File: src/tmr_pkg.sv
// ****************************************************************
// Shared constants for the dual timer/counter
// ****************************************************************
package tmr_pkg;

  // Count width arrangement of one channel
  typedef enum logic [1:0] {
    MODE_PRESCALE,                        // High byte behind a 5-bit prescaler
    MODE_WIDE,                            // Full 16-bit cascade
    MODE_RELOAD,                          // Low byte with reload from high byte
    MODE_SPLIT                            // Two separate bytes / channel stop
  } tmr_mode_t;

  // Register addresses on the core's special function register port
  localparam logic [7:0] ADDR_CONTROL  = 8'h88;  // timer_control_flags
  localparam logic [7:0] ADDR_MODE     = 8'h89;  // timer_mode_select
  localparam logic [7:0] ADDR_CNT0_LO  = 8'h8a;  // Channel 0 count_low_byte
  localparam logic [7:0] ADDR_CNT1_LO  = 8'h8b;  // Channel 1 count_low_byte
  localparam logic [7:0] ADDR_CNT0_HI  = 8'h8c;  // Channel 0 count_high_byte
  localparam logic [7:0] ADDR_CNT1_HI  = 8'h8d;  // Channel 1 count_high_byte

  // Reset values
  localparam logic [7:0] CONTROL_RESET = 8'h00;
  localparam logic [7:0] MODE_RESET    = 8'h00;
  localparam logic [7:0] COUNT_RESET   = 8'h00;

  // Field layout of timer_mode_select: one nibble per channel
  localparam int TIMER_MODE_SELECT_NIB_W    = 4;       // Channel n starts at bit n*4
  localparam int TIMER_MODE_SELECT_MODE_LSB = 0;       // mode_field_low, mode_field_high above
  localparam int TIMER_MODE_SELECT_CT_BIT   = 2;       // Counter (1) or timer (0)
  localparam int TIMER_MODE_SELECT_GATE_BIT = 3;       // External gating

  // Field layout of timer_control_flags, indexed by channel
  localparam int TIMER_CONTROL_FLAGS_TF[2] = '{5, 7};    // Overflow flags
  localparam int TIMER_CONTROL_FLAGS_TR[2] = '{4, 6};    // Run bits
  localparam int TIMER_CONTROL_FLAGS_IE[2] = '{1, 3};    // External interrupt flags
  localparam int TIMER_CONTROL_FLAGS_IT[2] = '{0, 2};    // External interrupt type bits

  // Count limits
  localparam logic [4:0]  PRE_MAX  = 5'h1f;     // Prescaler terminal count
  localparam logic [7:0]  BYTE_MAX = 8'hff;     // Byte terminal count
  localparam logic [15:0] WIDE_MAX = 16'hffff;  // Cascade terminal count

endpackage : tmr_pkg

File: src/tmr_chan_if.sv
`timescale 1ns/1ps
// ****************************************************************
// Control and count signals between the top and one channel
// ****************************************************************
interface tmr_chan_if;
  tmr_pkg::tmr_mode_t mode;       // Selected count arrangement
  logic               inc;        // Count event for the main counter
  logic               inc_split;  // Count event for the split high byte
  logic               wr_lo;      // Software load of the low byte
  logic               wr_hi;      // Software load of the high byte
  logic [7:0]         wdata;      // Load value
  logic [7:0]         lo;         // Low byte contents
  logic [7:0]         hi;         // High byte contents
  logic               ovf;        // Main counter rollover pulse
  logic               ovf_split;  // Split high byte rollover pulse

  modport ctl  (output mode, inc, inc_split, wr_lo, wr_hi, wdata,
                input  lo, hi, ovf, ovf_split);
  modport chan (input  mode, inc, inc_split, wr_lo, wr_hi, wdata,
                output lo, hi, ovf, ovf_split);
endinterface : tmr_chan_if

File: src/tmr_edge_smp.sv
`timescale 1ns/1ps
// ****************************************************************
// Machine-cycle sampler with falling-edge detect
// ****************************************************************
module tmr_edge_smp (
  input  wire logic clk,     // Oscillator clock
  input  wire logic rst_b,   // Asynchronous reset, active low
  input  wire logic stb,     // Machine-cycle strobe
  input  wire logic pin,     // Pin level, synchronous to clk
  output logic      smp,     // Latest machine-cycle sample
  output logic      fall     // High then low seen, held for one machine cycle
);
  logic prev;                // Sample of the previous machine cycle

  // One sample per machine cycle; idle level is high
  always_ff @(posedge clk or negedge rst_b) begin
    if (!rst_b) begin
      prev <= 1'b1;
      smp  <= 1'b1;
    end else if (stb) begin
      prev <= smp;
      smp  <= pin;
    end
  end

  // Stays up until the next strobe, which is where the count lands
  assign fall = prev & ~smp;
endmodule // tmr_edge_smp

File: src/tmr_chan.sv
`timescale 1ns/1ps
// ****************************************************************
// One timer/counter channel: low and high count bytes
// ****************************************************************
module tmr_chan (
  input  wire logic clk,     // Oscillator clock
  input  wire logic rst_b,   // Asynchronous reset, active low
  tmr_chan_if.chan  bus      // Control from the top
);
  import tmr_pkg::*;
  logic [7:0] next_lo;       // Low byte after this cycle
  logic [7:0] next_hi;       // High byte after this cycle

  // Count arrangement per mode; a software load overrides the count
  always_comb begin
    next_lo       = bus.lo;
    next_hi       = bus.hi;
    bus.ovf       = 1'b0;
    bus.ovf_split = 1'b0;
    unique case (bus.mode)
      MODE_PRESCALE: begin
        // Upper three low-byte bits are left as they are
        if (bus.inc) begin
          next_lo[4:0] = bus.lo[4:0] + 5'h01;
          if (bus.lo[4:0] == PRE_MAX) begin
            next_hi = bus.hi + 8'h01;
            bus.ovf = (bus.hi == BYTE_MAX);
          end
        end
      end
      MODE_WIDE: begin
        if (bus.inc) begin
          {next_hi, next_lo} = {bus.hi, bus.lo} + 16'h0001;
          bus.ovf            = ({bus.hi, bus.lo} == WIDE_MAX);
        end
      end
      MODE_RELOAD: begin
        // Reload never touches the high byte
        if (bus.inc) begin
          if (bus.lo == BYTE_MAX) begin
            next_lo = bus.hi;
            bus.ovf = 1'b1;
          end else begin
            next_lo = bus.lo + 8'h01;
          end
        end
      end
      MODE_SPLIT: begin
        if (bus.inc) begin
          next_lo = bus.lo + 8'h01;
          bus.ovf = (bus.lo == BYTE_MAX);
        end
        if (bus.inc_split) begin
          next_hi       = bus.hi + 8'h01;
          bus.ovf_split = (bus.hi == BYTE_MAX);
        end
      end
    endcase
    if (bus.wr_lo) begin
      next_lo = bus.wdata;
    end
    if (bus.wr_hi) begin
      next_hi = bus.wdata;
    end
  end

  // Count bytes
  always_ff @(posedge clk or negedge rst_b) begin
    if (!rst_b) begin
      bus.lo <= COUNT_RESET;
      bus.hi <= COUNT_RESET;
    end else begin
      bus.lo <= next_lo;
      bus.hi <= next_hi;
    end
  end
endmodule // tmr_chan

File: src/tmr_top.sv
`timescale 1ns/1ps
module tmr_top (
  input  wire logic       MCLK,                   // Oscillator clock
  input  wire logic       RST_B,                  // Asynchronous reset, active low
  input  wire logic       MC_STB,                 // Machine-cycle strobe from the core
  input  wire logic [7:0] SFR_ADDR,               // Register address
  input  wire logic       SFR_WR,                 // Register write strobe
  input  wire logic [7:0] SFR_WDATA,              // Register write data
  output logic      [7:0] SFR_RDATA,              // Registered read data
  input  wire logic       COUNT_PIN_ZERO,         // External count input, channel 0
  input  wire logic       COUNT_PIN_ONE,          // External count input, channel 1
  input  wire logic       EXT_INTERRUPT_PIN_ZERO_B, // External interrupt 0, active low
  input  wire logic       EXT_INTERRUPT_PIN_ONE_B,  // External interrupt 1, active low
  input  wire logic       ACK_OVERFLOW_ZERO,      // Core vectors to channel 0 routine
  input  wire logic       ACK_OVERFLOW_ONE,       // Core vectors to channel 1 routine
  input  wire logic       ACK_EXT_IRQ_ZERO,       // Core processes external interrupt 0
  input  wire logic       ACK_EXT_IRQ_ONE,        // Core processes external interrupt 1
  output logic            OVERFLOW_FLAG_ZERO,     // overflow_flag_zero
  output logic            OVERFLOW_FLAG_ONE,      // overflow_flag_one
  output logic            EXT_IRQ_FLAG_ZERO,      // ext_irq_flag_zero
  output logic            EXT_IRQ_FLAG_ONE        // ext_irq_flag_one
);
  import tmr_pkg::*;

  // ****************************************************************
  // Declarations
  // ****************************************************************
  logic [7:0]  timer_mode_select;          // timer_mode_select contents
  logic [1:0]  tf;            // Overflow flags
  logic [1:0]  tr;            // Run bits
  logic [1:0]  ie;            // External interrupt flags
  logic [1:0]  it;            // External interrupt type bits
  logic [7:0]  timer_control_flags;          // timer_control_flags as read
  logic [1:0]  gate_en;       // Gating bits
  logic [1:0]  cnt_sel;       // Counter select bits
  tmr_mode_t   mode [2];      // Mode per channel
  logic [1:0]  cnt_pin;       // Count pins by channel
  logic [1:0]  int_pin_b;     // Interrupt pins by channel, active low
  logic [1:0]  cnt_smp;       // Count pin samples
  logic [1:0]  cnt_fall;      // Count pin falling edge pending
  logic [1:0]  int_smp;       // Interrupt pin samples
  logic [1:0]  int_fall;      // Interrupt pin falling edge pending
  logic [1:0]  run;           // Channel enabled by run and gate
  logic [1:0]  evt;           // Count source event
  logic [1:0]  count_req;     // Counting step for the channel
  logic [1:0]  tf_set;        // Overflow flag set requests
  logic [1:0]  tf_ack;        // Overflow flag hardware clears
  logic [1:0]  ie_set;        // External flag set requests
  logic [1:0]  ie_ack;        // External flag hardware clears
  logic        wr_timer_control_flags;       // Software write of timer_control_flags
  logic        wr_timer_mode_select;       // Software write of timer_mode_select
  logic        split0;        // Channel 0 in split mode
  logic [7:0]  next_rdata;    // Read data selected this cycle

  tmr_chan_if ch_if [2] ();   // One carrier per channel

  assign cnt_pin   = {COUNT_PIN_ONE, COUNT_PIN_ZERO};
  assign int_pin_b = {EXT_INTERRUPT_PIN_ONE_B, EXT_INTERRUPT_PIN_ZERO_B};
  assign tf_ack    = {ACK_OVERFLOW_ONE, ACK_OVERFLOW_ZERO};
  assign ie_ack    = {ACK_EXT_IRQ_ONE, ACK_EXT_IRQ_ZERO};
  assign wr_timer_control_flags   = SFR_WR & (SFR_ADDR == ADDR_CONTROL);
  assign wr_timer_mode_select   = SFR_WR & (SFR_ADDR == ADDR_MODE);
  assign split0    = (mode[0] == MODE_SPLIT);

  // ****************************************************************
  // Mode register
  // ****************************************************************

  // Plain read/write byte, cleared by reset
  always_ff @(posedge MCLK or negedge RST_B) begin
    if (!RST_B) begin
      timer_mode_select <= MODE_RESET;
    end else if (wr_timer_mode_select) begin
      timer_mode_select <= SFR_WDATA;
    end
  end

  // ****************************************************************
  // Per-channel control, sampling and flags
  // ****************************************************************
  for (genvar i = 0; i < 2; i++) begin : g_ch
    localparam int B = i * TIMER_MODE_SELECT_NIB_W;
    localparam logic [7:0] LO_ADDR = (i == 0) ? ADDR_CNT0_LO : ADDR_CNT1_LO;
    localparam logic [7:0] HI_ADDR = (i == 0) ? ADDR_CNT0_HI : ADDR_CNT1_HI;

    // Nibble fields of the mode register
    assign gate_en[i] = timer_mode_select[B + TIMER_MODE_SELECT_GATE_BIT];
    assign cnt_sel[i] = timer_mode_select[B + TIMER_MODE_SELECT_CT_BIT];
    assign mode[i]    = tmr_mode_t'(timer_mode_select[B + TIMER_MODE_SELECT_MODE_LSB +: 2]);

    // Count pin sampled once per machine cycle
    tmr_edge_smp u_cnt_smp (
      .clk   (MCLK),
      .rst_b (RST_B),
      .stb   (MC_STB),
      .pin   (cnt_pin[i]),
      .smp   (cnt_smp[i]),
      .fall  (cnt_fall[i])
    );

    // Interrupt pin sampled once per machine cycle
    tmr_edge_smp u_int_smp (
      .clk   (MCLK),
      .rst_b (RST_B),
      .stb   (MC_STB),
      .pin   (int_pin_b[i]),
      .smp   (int_smp[i]),
      .fall  (int_fall[i])
    );

    // Gating looks at the pin level directly, pins being synchronous
    assign run[i] = tr[i] & (~gate_en[i] | int_pin_b[i]);

    // Edge pending is held until the next strobe, one machine cycle late
    assign evt[i] = cnt_sel[i] ? cnt_fall[i] : 1'b1;

    // Every step waits for the core strobe
    assign count_req[i] = MC_STB & run[i] & evt[i];

    // Level mode keeps setting while low; edge mode once per fall
    assign ie_set[i] = MC_STB & (it[i] ? int_fall[i] : ~int_smp[i]);

    // Count byte loads from software
    assign ch_if[i].mode  = mode[i];
    assign ch_if[i].wdata = SFR_WDATA;
    assign ch_if[i].wr_lo = SFR_WR & (SFR_ADDR == LO_ADDR);
    assign ch_if[i].wr_hi = SFR_WR & (SFR_ADDR == HI_ADDR);

    tmr_chan u_chan (
      .clk   (MCLK),
      .rst_b (RST_B),
      .bus   (ch_if[i])
    );

    // Overflow flag: a set in the same cycle beats any clear
    always_ff @(posedge MCLK or negedge RST_B) begin
      if (!RST_B) begin
        tf[i] <= CONTROL_RESET[TIMER_CONTROL_FLAGS_TF[i]];
      end else if (tf_set[i]) begin
        tf[i] <= 1'b1;
      end else if (wr_timer_control_flags) begin
        tf[i] <= SFR_WDATA[TIMER_CONTROL_FLAGS_TF[i]];
      end else if (tf_ack[i]) begin
        tf[i] <= 1'b0;
      end
    end

    // External interrupt flag: a set in the same cycle beats any clear
    always_ff @(posedge MCLK or negedge RST_B) begin
      if (!RST_B) begin
        ie[i] <= CONTROL_RESET[TIMER_CONTROL_FLAGS_IE[i]];
      end else if (ie_set[i]) begin
        ie[i] <= 1'b1;
      end else if (wr_timer_control_flags) begin
        ie[i] <= SFR_WDATA[TIMER_CONTROL_FLAGS_IE[i]];
      end else if (ie_ack[i]) begin
        ie[i] <= 1'b0;
      end
    end

    // Run and type bits are software only
    always_ff @(posedge MCLK or negedge RST_B) begin
      if (!RST_B) begin
        tr[i] <= CONTROL_RESET[TIMER_CONTROL_FLAGS_TR[i]];
        it[i] <= CONTROL_RESET[TIMER_CONTROL_FLAGS_IT[i]];
      end else if (wr_timer_control_flags) begin
        tr[i] <= SFR_WDATA[TIMER_CONTROL_FLAGS_TR[i]];
        it[i] <= SFR_WDATA[TIMER_CONTROL_FLAGS_IT[i]];
      end
    end
  end

  // ****************************************************************
  // Channel cross-connections
  // ****************************************************************

  // Channel 0 split high byte counts machine cycles under run bit one
  assign ch_if[0].inc       = count_req[0];
  assign ch_if[0].inc_split = MC_STB & tr[1];

  // Channel 1 in its own split mode is simply held
  assign ch_if[1].inc       = count_req[1] & (mode[1] != MODE_SPLIT);
  assign ch_if[1].inc_split = 1'b0;

  // With channel 0 split, its high byte owns flag one; channel 1 keeps
  // counting but can no longer raise it, so it is only good without interrupt
  assign tf_set[0] = ch_if[0].ovf;
  assign tf_set[1] = split0 ? ch_if[0].ovf_split : ch_if[1].ovf;

  // ****************************************************************
  // Register read-back and outputs
  // ****************************************************************

  // Assemble the control byte from its flops
  always_comb begin
    timer_control_flags = CONTROL_RESET;
    for (int k = 0; k < 2; k++) begin
      timer_control_flags[TIMER_CONTROL_FLAGS_TF[k]] = tf[k];
      timer_control_flags[TIMER_CONTROL_FLAGS_TR[k]] = tr[k];
      timer_control_flags[TIMER_CONTROL_FLAGS_IE[k]] = ie[k];
      timer_control_flags[TIMER_CONTROL_FLAGS_IT[k]] = it[k];
    end
  end

  // Unmapped addresses read as zero
  always_comb begin
    unique case (SFR_ADDR)
      ADDR_CONTROL: next_rdata = timer_control_flags;
      ADDR_MODE:    next_rdata = timer_mode_select;
      ADDR_CNT0_LO: next_rdata = ch_if[0].lo;
      ADDR_CNT1_LO: next_rdata = ch_if[1].lo;
      ADDR_CNT0_HI: next_rdata = ch_if[0].hi;
      ADDR_CNT1_HI: next_rdata = ch_if[1].hi;
      default:      next_rdata = 8'h00;
    endcase
  end

  // Read data follows the address one cycle later
  always_ff @(posedge MCLK or negedge RST_B) begin
    if (!RST_B) begin
      SFR_RDATA <= 8'h00;
    end else begin
      SFR_RDATA <= next_rdata;
    end
  end

  assign OVERFLOW_FLAG_ZERO = tf[0];
  assign OVERFLOW_FLAG_ONE  = tf[1];
  assign EXT_IRQ_FLAG_ZERO  = ie[0];
  assign EXT_IRQ_FLAG_ONE   = ie[1];
endmodule // tmr_top

File: config.mk
export PLATFORM = sky130hd
export DESIGN_NAME = tmr_top
export DESIGN_NICKNAME = d
export VERILOG_FILES = /design/src/tmr_pkg.sv /design/src/tmr_chan_if.sv /design/src/tmr_edge_smp.sv /design/src/tmr_chan.sv /design/src/tmr_top.sv
export SDC_FILE = /design/constraint.sdc
export NUM_CORES = 1
export LEC_CHECK = 0
export ABC_CLOCK_PERIOD_IN_PS = 3400
export BUFFER_PORTS_ARGS = -buffer_cell sky130_fd_sc_hd__buf_2
export CELL_PAD_IN_SITES_DETAIL_PLACEMENT = 2
export CELL_PAD_IN_SITES_GLOBAL_PLACEMENT = 2
export CORE_ASPECT_RATIO = 1.2
export CORE_MARGIN = 2
export CORE_UTILIZATION = 42
export CTS_CLUSTER_DIAMETER = 200
export DETAILED_ROUTE_END_ITERATION = 10
export GPL_TIMING_DRIVEN = 0
export PLACE_DENSITY_LB_ADDON = 0.1
export REMOVE_ABC_BUFFERS = 1
export SYNTH_ARGS = -nofsm -noshare
export SYNTH_HDL_FRONTEND = slang
export SYNTH_SLANG_ARGS = --single-unit
export TNS_END_PERCENT = 10
File: constraint.sdc
create_clock -name MCLK -period 3.4 [get_ports MCLK]
set_input_delay 0.34 -clock MCLK [delete_from_list [all_inputs] [get_ports MCLK]]
set_output_delay 0.34 -clock MCLK [all_outputs]
set_load 0.02 [all_outputs]
### Word level (Yosys, flattened, before mapping)

Index checks and enable logic that the tools add are counted.

* register bits: 64
* input port bits: 28
* output and inout bits: 12

* add/subtract/negate cells: 8
* eq/ne operators: 36
* multiplexer cells: 60
* bitwise gates (word level): 28
* reduce and logical (&&, ||, !) cells: 16

Operators by type and width (count)
* $mux W8: 19
* $eq A8 B8 Y1 const B: 10
* $pmux W8 S6: 1
* $pmux W5 S4: 2
* $ne A3 B3 Y1 const B: 11
* $add A16 B1 Y16 const B: 2
* $add A8 B1 Y8 const B: 4
* $eq A16 B16 Y1 const B: 2
* $mux W1: 30
* $pmux W8 S3: 1
* $and A1 B1 Y1: 20
* $reduce_and A4 Y1: 5
* $pmux W3 S3: 2
* $pmux W8 S2: 1
* $reduce_bool A3 Y1: 5
* $reduce_bool A4 Y1: 3
* $add A5 B1 Y5 const B: 2
* $eq A5 B5 Y1 const B: 2
* $mux W5: 2
* $eq A2 B2 Y1 const B: 4
* $pmux W1 S4: 2
* $ne A3 B1 Y1 const B: 2
* $ne A3 B2 Y1 const B: 2
* $not A1 Y1: 6
* other kinds (5): 8

### Logic depth before layout (Yosys ltp)

Gate-level depths: netlist of the first run.

* depth after elaboration: 10
* mapped depth: 9
* mapped depth without buffers: 9

### Cells and area by module

A second synthesis of the first run with hierarchy kept.

* cell total of the unflattened synthesis: 524
* area total of the unflattened synthesis: 4702.0 µm²

Modules (own cells, without submodules)
* tmr_chan: instances 2, cells each 180, area each 1425.1 µm², seq. area each 400.4 µm²
* tmr_top: instances 1, cells each 144, area each 1526.5 µm², seq. area each 600.6 µm²
* tmr_edge_smp: instances 4, cells each 5, area each 81.3 µm², seq. area each 52.6 µm²

### Worst setup path after synthesis of the first run

No wires, ideal clock.

* path type: register -> register
* start point: register g_ch[0].u_chan.bus.lo[0]
* end point: register g_ch[0].u_chan.bus.hi[3]
* library setup time: 0.082 ns
* arrival: 2.012 ns
* data required time: 3.318 ns
* setup slack: 1.307 ns
* stages on the path, launching flop included: 10
* clock period less this slack: 2.093 ns
* cell sequence: dfrtp_1 ha_1 nand3_1 inv_1 ha_1 inv_1 a221oi_2 o21ai_2 or3_1 a31oi_1

* longest elaborated chain between the ends: 4
* elaborated cells on any way between the ends: 7

Ends and longest elaborated chain
* start, declared: line tmr_chan_if.sv:20 `output lo, hi, ovf, ovf_split);`
* start signal, assigned: line tmr_chan.sv:73 `bus.lo <= next_lo;`
* $add A16 B1 Y16: line tmr_chan.sv:33 `{next_hi, next_lo} = {bus.hi, bus.lo} + 16'h0001;`
* $mux W8: line tmr_chan.sv:32 `if (bus.inc) begin`
* $pmux W8 S3: line tmr_chan.sv:20 `unique case (bus.mode)`
* $mux W8: line tmr_chan.sv:62 `if (bus.wr_hi) begin`
* end signal, assigned: line tmr_chan.sv:74 `bus.hi <= next_hi;`
* end, declared: line tmr_chan_if.sv:20

Parallel ways exist; a longest one is shown, timed or not. The select of a mux whose other input is x is not followed.
A chain may end at the register's enable or synchronous reset.

### Worst setup path after layout of the first run

* start point: register g_ch[0].u_chan.bus.lo[0]
* end point: register g_ch[0].u_chan.bus.hi[6]

The elaborated chain is that of the path after synthesis.

==> results of run 1 <==
-- final timing paths --
check / from / endpoint / slack [ns] / depth (start not counted)
max reg2reg: g_ch[0].u_chan.bus.lo[0] / g_ch[0].u_chan.bus.hi[6] / 0.75 / 9
max in group asynchronous: RST_B / g_ch[0].u_chan.bus.hi[4] / 2.73 / 1
min: RST_B / timer_mode_select[1] / 0.12 / 1
max: g_ch[0].u_chan.bus.lo[0] / g_ch[0].u_chan.bus.hi[6] / 0.75 / 9
min in group MCLK: COUNT_PIN_ZERO / g_ch[0].u_cnt_smp.smp / 0.23 / 2
min reg2reg: it[1] / it[1] / 0.57 / 1
-- flip-flops by register name (all words and copies together), names as in the netlist --
name,cells
g_ch.u_int_smp.prev,2
SFR_RDATA,8
EXT_IRQ_FLAG_ZERO,1
EXT_IRQ_FLAG_ONE,1
timer_control_flags,2
OVERFLOW_FLAG_ZERO,1
g_ch.u_chan.bus.lo,16
g_ch.u_int_smp.smp,2
g_ch.u_cnt_smp.smp,2
OVERFLOW_FLAG_ONE,1
timer_mode_select,8
it,2
g_ch.u_chan.bus.hi,16
g_ch.u_cnt_smp.prev,2
-- cell families (layout without fill, tap and decap cells) --
| group | after synthesis | count (layout) | synth area share (%) |
|---|---|---|---|
| and+or+nand+nor | 121 | 121 | 17.1 |
| AOI/OAI and AO/OA | 115 | 115 | 20.2 |
| other | 0 | 1 | 0 |
| adders and majority gates | 10 | 10 | 2.99 |
| muxes | 43 | 43 | 13.9 |
| xor gates and xnor gates | 15 | 15 | 3.14 |
| DFF | 64 | 64 | 38.5 |
| buffers and inverters | 42 | 80 | 4.30 |
-- critical path, cell delays in order, from the launching register on --
cell and delay, ns:
dfrtp_1 0.43, ha_1 0.23, nand3_1 0.18, inv_1 0.18, ha_1 0.21, inv_1 0.07
a221oi_2 0.49, o21ai_2 0.22, or3_1 0.39, a31oi_1 0.16
-- synthesized netlist by cell type, types with 5 or more instances --
library cell,number
dfrtp_1,56
o21ai_0,33
nand2_1,29
inv_1,25
nor2_1,18
mux2i_1,15
o22ai_1,14
and3_1,13
mux2_2,13
buf_2,11
a21oi_1,10
ha_1,10
nand3_1,10
dfstp_2,8
mux4_2,8
nand4_1,8
xnor2_1,8
mux2_4,7
nor2b_1,7
nor3_1,7
xor2_1,7
a211oi_1,6
a31oi_1,6
or3_1,6
a21o_1,5
-- per-stage QoR --
| stage | hold slack (ns) | utilization (%) | cell area [sq um] | worst slack, ns |
|---|---|---|---|---|
| floorplan | 0.0444 | - | 4100 | 1.31 |
| global placement | 0.531 | 46.3 | 4450 | 0.776 |
| detailed placement | 0.507 | 46.3 | 4460 | 0.659 |
| CTS | 0.152 | 49.9 | 4800 | 0.757 |
| global route | 0.186 | 49.9 | 4800 | 0.515 |
| finish | 0.120 | 50.0 | 4800 | 0.748 |
-- per-layer routing --
| layer | part of all wire [%] | vias up |
|---|---|---|
| met3 | 3.4 | 30 |
| met1 | 41 | 1947 |
| met4 | 2.3 | 0 |
| li1 | - | 1620 |
| met5 | 0 | - |
| met2 | 53 | 68 |
-- layout by cell type, fill, tap and decap left out, types with 13 or more instances in the layout --
cell / instances
nand2_1: 29
buf_2: 38
o21ai_0: 33
nor2_1: 18
and3_1: 13
dfrtp_1: 56
o22ai_1: 14
mux2_2: 13
mux2i_1: 15
inv_1: 25
-- power by group --
part | internal (mW) | switching [mW] | total, mW
logic | 0.225 | 0.267 | 0.492
registers | 0.870 | 0.177 | 1.05
clock network | 0.717 | 0.378 | 1.10
total | 1.81 | 0.822 | 2.63
-- cell type report --
type	count	share of cell area (%)
multi-input cells	304	49.9
repair buffers	39	4.12
clock buffers	9	4.69
clock inverters	7	2.50
inverters	25	1.95
flip-flops and latches	64	33.6
well taps	123	3.20
diodes	1	0.0521
==> results by group, run 1 <==
Routing
  • Drt pass-1 iters: 4
  • Residual DRC: 0
  • DRT Wirelength: 15000 um
  • Via count: 3665
  • Detail Route Antenna Nets: 0
  • Routed len/inst: 26.2 um
  • Initial DRC Count: 165
  • Vias/cell: 6.41

STA
  • Worst-Margin Slew: 1.02 ns
  • Ratio of final minimum period to clock period: 78.0%
  • Worst Clk Skew: 0.00622 ns
  • RSZ-0062 raised after global routing: no
  • Max-slew headroom: 31.7%
  • Setup TNS: 0 ns
  • Endpoints failing setup: 0
  • Max Clk Rate: 377 MHz
  • Final Max Tran Viols: 0
  • Final Hold Violating Endpoints: 0
  • Final min period: 2.65 ns

Global route
  • Met2 usage in global routing: 53.3%
  • Total GRT Usage: 30.1%
  • Grt met3 use: 3.83%
  • Initial antenna violation count: 1
  • GRT Max-Usage Layer: met2
  • Total gr overflow: 0
  • Met1 Usage GRT: 36.5%
  • Largest net degree at the start of global routing: 65
  • Vias in the first global route: 4124
  • Global-route wire length before repair: 23900 um

Placement
  • Final GP Congestion: 0.873
  • Placed cells: 555
  • Detailed placement HPWL: 10800 um
  • Number of port buffers: 39

Synthesis
  • Sequential-to-total area share from yosys stat: 38.5%
  • Synth top area cells: dfrtp_1 (33%), dfstp_2 (5.0%), mux4_2 (4.3%)
  • Post-synthesis cell count: 410
  • Synth async-reset ratio: 100%
  • Leading area contributor after synthesis: dfrtp_1
  • Mean Syn Cell Area: 10.2 sq um
  • Yosys warning count: 0
  • Mapped Area: 0.00419 sq mm
  • Ys flop type: dfrtp_1
  • Yosys cell types: 71
  • Post-synth EDFFs: 0
  • Synth top area share: 33.4%
  • Synth Register Bits: 64

Die
  • Row count: 39
  • Initial Util: 43.6%
  • Die Y: 113 um
  • Ports: 40
  • Core Box Area: 0.00961 sq mm
  • Die width: 95.2 um
  • Die Footprint: 0.0108 sq mm

Finish
  • Layout cell share with drive strength beyond 1: 24.1%
  • Fin cells: 572
  • Fillcell total: 1004
  • Nets@finish: 481
  • Area Overhead vs Synth: 14.6%
  • Register area: 0.00161 sq mm
  • Area taken by multi-input logic gates: 0.00240 sq mm

Clock tree
  • CTS buffer count: 9
  • CTS tree: built
  • Cts repair resizes: 0
  • Root buf cell: clkbuf_16
  • Clock insertion delay at the later pin of the skew report: 0.34 ns
  • CTS Hold Bufs: 0
  • Clock Tree Buf Depth: 2
  • H-tree lvl count: 3
  • Setup bufs post-CTS: 0
  • CTS clk-pin slew, worst paths: 0.06 ns
  • Clock sink total: 64

Power
  • Power per Cell Area: 548 mW/mm^2
  • Leak: 2.07 nW
  • Final Power: 2.63 mW
  • Worst VDD drop: 0.231 mV

Hold path
  • HP Class: input port to asynchronous set/reset pin

Worst setup path
  • Type of element capturing the critical path: flop
  • CP max FO: 8
  • Startpoint types: flop
  • Crit path DAT: 2.92 ns
  • WP data required: 3.67 ns
  • Type of the worst setup path: flop to flop

Flow run
  • Max-cap violations: 0

Status
  • Outcome: finished, final reports clean
Note: power is estimated with default switching activity, not from simulation.
==> run 2, diff against run 1 <==
--- a/config.mk
+++ b/config.mk
@@ -5,13 +5,13 @@
 export SDC_FILE = /design/constraint.sdc
 export NUM_CORES = 1
 export LEC_CHECK = 0
-export ABC_CLOCK_PERIOD_IN_PS = 3400
+export ABC_CLOCK_PERIOD_IN_PS = 2300
 export BUFFER_PORTS_ARGS = -buffer_cell sky130_fd_sc_hd__buf_2
 export CELL_PAD_IN_SITES_DETAIL_PLACEMENT = 2
 export CELL_PAD_IN_SITES_GLOBAL_PLACEMENT = 2
 export CORE_ASPECT_RATIO = 1.2
 export CORE_MARGIN = 2
-export CORE_UTILIZATION = 42
+export CORE_UTILIZATION = 35
 export CTS_CLUSTER_DIAMETER = 200
 export DETAILED_ROUTE_END_ITERATION = 10
 export GPL_TIMING_DRIVEN = 0
==> constraint.sdc (replaced) <==
create_clock -name MCLK -period 2.3 [get_ports MCLK]
set_input_delay 0.23 -clock MCLK [delete_from_list [all_inputs] [get_ports MCLK]]
set_output_delay 0.23 -clock MCLK [all_outputs]
set_load 0.02 [all_outputs]
==> run 2 against run 1 <==
Against the previous run: the run now ends with hold timing left; first-iteration DRC count is 36% lower; die area is 19% higher; via count decreased by 0.65%; utilization decreased by 6.4 points; setup slack worse by 0.73 ns; critical endpoint is now g_ch[1].u_chan.bus.hi[7]; non-clock buffer count increased by 14; largest power group unchanged; sequential share of layout area fell by 1.7 points; maximum frequency increased by 16%; hold slack lost 0.12 ns; global-route usage shrank 6.1 points; final cell count is 8.2% higher.
==> results by group, run 2 (synthesis gave the netlist of run 1 again) <==
Routing
  • Vias/cell: 5.88 (-8.2%)
  • Initial DRC Count: 106 (-36%)
  • Detail Route Antenna Nets: 0 (unchanged)
  • DRT Wirelength: 14700 um (-1.9%)
  • Residual DRC: 0 (unchanged)
  • Drt pass-1 iters: 5 (+1)
  • Via count: 3641 (-0.65%)
  • Routed len/inst: 23.7 um (-9.3%)

Die
  • Die width: 104 um (+9.1%)
  • Die Y: 124 um (+9.2%)
  • Die Footprint: 0.0129 sq mm (+19%)
  • Ports: 40 (unchanged)
  • Row count: 43 (+10%)
  • Core Box Area: 0.0116 sq mm (+21%)
  • Initial Util: 36.1% (-7.5 points)

STA
  • Worst Clk Skew: 0.00569 ns (-0.000531 ns)
  • Final min period: 2.28 ns (-0.370 ns)
  • RSZ-0062 raised after global routing: yes
  • Max Clk Rate: 438 MHz (+16%)
  • Max-slew headroom: 41.9% (+10 points)
  • Ratio of final minimum period to clock period: 99.2% (+21 points)
  • Worst-Margin Slew: 0.872 ns (-0.149 ns)
  • Final Hold Violating Endpoints: 3 (+3)
  • Setup TNS: 0 ns (unchanged)
  • Tightest hold margin: -0.00218 ns (-0.123 ns)
  • Final Max Tran Viols: 0 (unchanged)
  • Endpoints failing setup: 0 (unchanged)

Worst setup path
  • Type of element capturing the critical path: flop
  • WP data required: 2.51 ns (-1.16 ns)
  • Crit path buffers/inverters: 0 (-2)
  • CP max stage cell: a2111o_1
  • Crit path DAT: 2.49 ns (-0.43 ns)
  • Startpoint types: flop
  • CP delay by family, top: compound AO/OA/AOI/OAI gates
  • Max incr delay on CP: 0.51 ns (+0.02 ns)
  • Type of the worst setup path: flop to flop
  • CP max FO: 6 (-2)
  • Critical-path cell list: ha_2 > and3_1 > ha_1 > o21bai_2 > a2111o_1 > nor4_2 > xnor2_1 > o21ai_1

Placement
  • Final GP Congestion: 0.835 (-4.4%)
  • Detailed placement HPWL: 10500 um (-2.0%)
  • Number of port buffers: 39 (unchanged)
  • Area of placed instances: 0.00450 sq mm (+0.95%)
  • Placed cells: 589 (+6.1%)

Finish
  • Largest registers: g_ch.u_chan.bus.hi x16, g_ch.u_chan.bus.lo x16
  • Nets@finish: 495 (+2.9%)
  • # diodes: 0 (-1)
  • Leading cell type in the layout, fill and taps excluded: dfrtp_1
  • Fin cells: 619 (+8.2%)
  • Final instance area: 0.00507 sq mm (+5.5%)
  • Commonest cells after routing, fill and taps aside: dfrtp_1 (53), buf_2 (38), o21ai_0 (33)
  • Layout cell share with drive strength beyond 1: 29.7% (+5.5 points)
  • Area Overhead vs Synth: 20.9%

Status
  • Failing checks: hold timing
  • Outcome: finished, violations left

Global route
  • Total gr overflow: 0 (unchanged)
  • Total GRT Usage: 24.0% (-6.1 points)
  • Global-route wire length before repair: 23300 um (-2.5%)
  • Vias in the first global route: 4020 (-2.5%)
  • Largest net degree at the start of global routing: 65 (unchanged)
  • Initial antenna violation count: 0 (-1)

Power
  • Leak: 2.14 nW (+3.1%)
  • Power per Cell Area: 789 mW/mm^2 (+44%)
  • Worst VDD drop: 0.382 mV (+65%)
  • Final Power: 4.00 mW (+52%)

Hold path
  • HP Class: input port to asynchronous set/reset pin

Clock tree
  • Clock Tree Buf Depth: 2 (unchanged)
  • Clock insertion delay at the later pin of the skew report: 0.34 ns (about the same)
  • CTS tree: built
  • Clock sink total: 64 (unchanged)
  • CTS clk-pin slew, worst paths: 0.06 ns (about the same)
  • CTS buffer count: 9 (unchanged)
  • H-tree lvl count: 3 (unchanged)
  • Root buf cell: clkbuf_16

Flow run
  • Max-cap violations: 0 (unchanged)
[run 2: cell count changes in the layout (fill, tap and decap cells not counted), sizes merged]
cell   change
buf       +14
diode      -1
[run 2: report_power, final]
| part | internal (mW) | switching (mW) | leakage (nW) |
|---|---|---|---|
| Clock | 1.06 | 0.561 | 0.166 |
| Sequential | 1.29 | 0.246 | 0.817 |
| Combinational | 0.416 | 0.424 | 1.15 |
| Total | 2.77 | 1.23 | 2.14 |
[run 2: final cells by class]
cell class,count,area [sq um]
fillers,1255,6550
multi-input cells,304,2510
well taps,157,196
flip-flops and latches,64,1620
inverters,25,93.8
repair buffers,53,303
clock inverters,7,120
clock buffers,9,225
[run 2: what timing repair did]
item                       in CTS  in global routing
gates cloned                    0                  0
hold buffers                    0                  0
pin swaps                       2                  6
setup endpoints to repair      22                 21
resized for setup              10                 13
setup buffers                   4                 10
[run 2: through the flow]
step           util, %  hold WS, ns  setup WS (ns)
2_1_floorplan        -      -0.0656          0.207
3_3_place_gp      38.7        0.462         -0.291
3_5_place_dp      38.7        0.408         -0.352
4_1_cts           42.5       0.0412        -0.0390
5_1_grt           43.6       0.0561         -0.127
6_report          43.6     -0.00218         0.0186
[run 2: layer usage]
layer,routed length (um),part of all wire (%),up-vias,track usage [%]
li1,-,-,1651,-
met1,6470,44,1931,29.7
met2,7770,53,47,44.2
met3,256,1.7,12,3.24
met4,182,1.2,0,6.67
met5,0,0,-,0
[run 2: worst register-to-register path, cell delays in order (launching register included)]
cell,delay (ns)
dfrtp_2,0.42
ha_2,0.22
and3_1,0.16
ha_1,0.19
o21bai_2,0.10
a2111o_1,0.52
nor4_2,0.31
xnor2_1,0.16
o21ai_1,0.07
[run 2: path summary, 6_finish.rpt]
path	from	endpoint	slack, ns	cells past startpoint
hold / removal	RST_B	timer_mode_select[2]	-0.002	1
setup / recovery	g_ch[1].u_chan.bus.lo[0]	g_ch[1].u_chan.bus.hi[7]	0.02	8
hold reg to reg	it[1]	it[1]	0.54	1
min in group MCLK	COUNT_PIN_ONE	g_ch[1].u_cnt_smp.smp	0.12	2
max in group asynchronous	RST_B	g_ch[1].u_chan.bus.lo[0]	1.68	1
setup reg to reg	g_ch[1].u_chan.bus.lo[0]	g_ch[1].u_chan.bus.hi[7]	0.02	8
==> run 3, diff against run 2 <==
--- a/config.mk
+++ b/config.mk
@@ -5,18 +5,19 @@
 export SDC_FILE = /design/constraint.sdc
 export NUM_CORES = 1
 export LEC_CHECK = 0
-export ABC_CLOCK_PERIOD_IN_PS = 2300
+export ABC_CLOCK_PERIOD_IN_PS = 2500
 export BUFFER_PORTS_ARGS = -buffer_cell sky130_fd_sc_hd__buf_2
 export CELL_PAD_IN_SITES_DETAIL_PLACEMENT = 2
 export CELL_PAD_IN_SITES_GLOBAL_PLACEMENT = 2
 export CORE_ASPECT_RATIO = 1.2
 export CORE_MARGIN = 2
-export CORE_UTILIZATION = 35
-export CTS_CLUSTER_DIAMETER = 200
+export CORE_UTILIZATION = 39
+export CTS_CLUSTER_DIAMETER = 50
 export DETAILED_ROUTE_END_ITERATION = 10
 export GPL_TIMING_DRIVEN = 0
 export PLACE_DENSITY_LB_ADDON = 0.1
 export REMOVE_ABC_BUFFERS = 1
+export SLEW_MARGIN = 30
 export SYNTH_ARGS = -nofsm -noshare
 export SYNTH_HDL_FRONTEND = slang
 export SYNTH_SLANG_ARGS = --single-unit
==> constraint.sdc (replaced) <==
create_clock -name MCLK -period 2.5 [get_ports MCLK]
set_input_delay 0.25 -clock MCLK [delete_from_list [all_inputs] [get_ports MCLK]]
set_output_delay 0.25 -clock MCLK [all_outputs]
set_load 0.02 [all_outputs]
==> run 3 against run 2 <==
Against the previous run: the run now ends clean; final area decreased by 4.4%; sequential power shrank 7%; clock skew fell by 0.0011 ns; sequential share of layout area grew 1.5 points; non-clock buffer count down 11; first-iteration DRC count rose by 11%; clock power fell by 22%; sequential cell count is the same; final cell count down 6.3%; critical path type unchanged; largest power group is now registers.
==> results by group, run 3 (synthesis gave the netlist of run 1 again) <==
Clock tree
  • Clock insertion delay at the later pin of the skew report: 0.34 ns (about the same)
  • Root buf cell: clkbuf_16
  • CTS buffer count: 9 (unchanged)
  • CTS tree: built
  • H-tree lvl count: 3 (unchanged)
  • Clock Tree Buf Depth: 2 (unchanged)
  • Clock sink total: 64 (unchanged)
  • CTS clk-pin slew, worst paths: 0.06 ns (about the same)

Routing
  • Vias/cell: 6.20 (+5.5%)
  • Initial DRC Count: 118 (+11%)
  • DRT Wirelength: 14600 um (-0.34%)
  • Detail Route Antenna Nets: 0 (unchanged)
  • Via count: 3598 (-1.2%)
  • Residual DRC: 0 (unchanged)
  • Routed len/inst: 25.2 um (+6.4%)
  • Drt pass-1 iters: 4 (-1)

Finish
  • Final Core Density: 46.0% (+2.4 points)
  • Area Overhead vs Synth: 15.6%
  • Largest registers: g_ch.u_chan.bus.hi x16, g_ch.u_chan.bus.lo x16
  • Commonest cells after routing, fill and taps aside: dfrtp_1 (53), buf_2 (38), o21ai_0 (33)
  • Fillcell total: 1075 (-14%)
  • Fin cells: 580 (-6.3%)
  • Nets@finish: 484 (-2.2%)
  • Leading cell type in the layout, fill and taps excluded: dfrtp_1
  • Layout cell share with drive strength beyond 1: 26.2% (-3.5 points)
  • # diodes: 0 (unchanged)

STA
  • Max Clk Rate: 424 MHz (-3.2%)
  • Final Hold Violating Endpoints: 0 (-3)
  • Final min period: 2.36 ns (+0.0750 ns)
  • Final Max Tran Viols: 0 (unchanged)
  • Post-route setup slack: 0.144 ns (+0.125 ns)
  • Worst-Margin Slew: 0.824 ns (-0.0479 ns)
  • Max-slew headroom: 45.1% (+3.2 points)
  • Ratio of final minimum period to clock period: 94.3% (-4.9 points)
  • Endpoints failing setup: 0 (unchanged)
  • Tightest hold margin: 0.148 ns (+0.150 ns)
  • Worst Clk Skew: 0.00464 ns (-0.00105 ns)

Die
  • Core Box Area: 0.0105 sq mm (-9.5%)
  • Die Y: 118 um (-5.1%)
  • Row count: 41 (-4.7%)
  • Die width: 98.6 um (-5.1%)
  • Initial Util: 39.8% (+3.8 points)
  • Ports: 40 (unchanged)
  • Die Footprint: 0.0116 sq mm (-9.9%)

Worst setup path
  • Type of the worst setup path: flop to flop
  • Startpoint types: flop
  • Origin of the worst setup path: g_ch[0].u_chan.bus.lo[1]
  • CP max stage cell: dfrtp_2
  • Crit path DAT: 2.62 ns (+0.13 ns)
  • R2R Path Start: g_ch[0].u_chan.bus.lo[1]
  • CP max FO: 5 (-1)
  • R2R Setup Slk: 0.14 ns (+0.12 ns)
  • Max incr delay on CP: 0.41 ns (-0.10 ns)
  • WP data required: 2.77 ns (+0.26 ns)
  • Type of element capturing the critical path: flop
  • Critical-path cell list: ha_2 > nand3_2 > inv_2 > ha_1 > inv_1 > a221oi_4 > buf_4 > o2111ai_1 > xor2_1 > a21oi_1

Flow run
  • Max-cap violations: 0 (unchanged)

Placement
  • Detailed placement HPWL: 10600 um (+0.99%)
  • Number of port buffers: 39 (unchanged)
  • Final GP Congestion: 0.873 (+4.5%)
  • Placed cells: 562 (-4.6%)
  • Place WS: -0.124 ns (+0.228 ns)

Global route
  • Vias in the first global route: 4080 (+1.5%)
  • Total gr overflow: 0 (unchanged)
  • Initial antenna violation count: 0 (unchanged)
  • Global-route wire length before repair: 23800 um (+2.1%)
  • Total GRT Usage: 26.9% (+2.9 points)
  • Largest net degree at the start of global routing: 36 (-45%)

Power
  • Pint: 2.27 mW (-18%)
  • Combinational power share: 20.1% (-0.9 points)
  • Worst VDD drop: 0.262 mV (-31%)
  • Final Power: 3.37 mW (-16%)
  • Power per Cell Area: 697 mW/mm^2 (-12%)
  • Clock power frac: 37.4% (-3.2 points)
  • Seq pwr share: 42.5% (+4.1 points)
  • Net Sw Power: 1.10 mW (-11%)
  • Switching share of total power: 32.6% (+1.8 points)
  • Leak: 2.06 nW (-3.7%)

Status
  • Outcome: finished, final reports clean

Hold path
  • HP Class: input port to flop
  • Worst hold path startpoint: COUNT_PIN_ONE
==> run 3: through the flow <==
step	instance area [sq um]	setup TNS (ns)
global placement	4460	-0.121
CTS	4810	0
global route	4840	-0.0154
detailed placement	4480	-0.764
floorplan	4100	0
finish	4840	0
==> run 3: repair_timing <==
item,in CTS,in global routing
buffers inserted,0,1
hold buffers,1,0
resized for setup,3,8
pin swaps,0,1
hold endpoints to repair,21,0
endpoints found under the setup margin,6,19
==> run 3: layout make-up <==
class / count / area [sq um] / area share, %
multi-input cells: 304 / 2450 / 50.5
repair buffers: 42 / 235 / 4.86
clock buffers: 10 / 229 / 4.73
inverters: 25 / 93.8 / 1.94
flip-flops and latches: 64 / 1620 / 33.4
well taps: 129 / 161 / 3.33
clock inverters: 6 / 60.1 / 1.24
==> run 3: worst paths after layout <==
check                                           end  cells after the start
setup / recovery           g_ch[0].u_chan.bus.hi[5]                     10
hold / removal                g_ch[1].u_cnt_smp.smp                      2
setup reg to reg           g_ch[0].u_chan.bus.hi[5]                     10
hold reg to reg              timer_control_flags[4]                      1
max in group asynchronous  g_ch[1].u_chan.bus.lo[5]                      3
min in group asynchronous          EXT_IRQ_FLAG_ONE                      2
==> run 3: layer usage <==
layer  share of wire (%)  global-route usage, %
met1                  42                   33.4
met4                 2.3                   9.33
met5                   0                      0
met3                 2.5                   3.74
met2                  53                   47.4
==> run 3: power by group through the flow <==
stage               sequential (mW)  combinational (mW)  clock, mW
floorplan                      1.35               0.448          0
global placement               1.43               0.610          0
detailed placement             1.44               0.645          0
CTS                            1.42               0.672       1.28
global route                   1.46               0.765       1.32
finish                         1.43               0.677       1.26
==> run 3: critical path: cells and delay by family, from the launching register on <==
kind | cells | cell delay, ns
compound gates | 3 | 0.66
xor+xnor | 1 | 0.19
fa+ha+maj | 2 | 0.43
buf+inv | 3 | 0.43
flops | 1 | 0.41
simple gates | 1 | 0.16
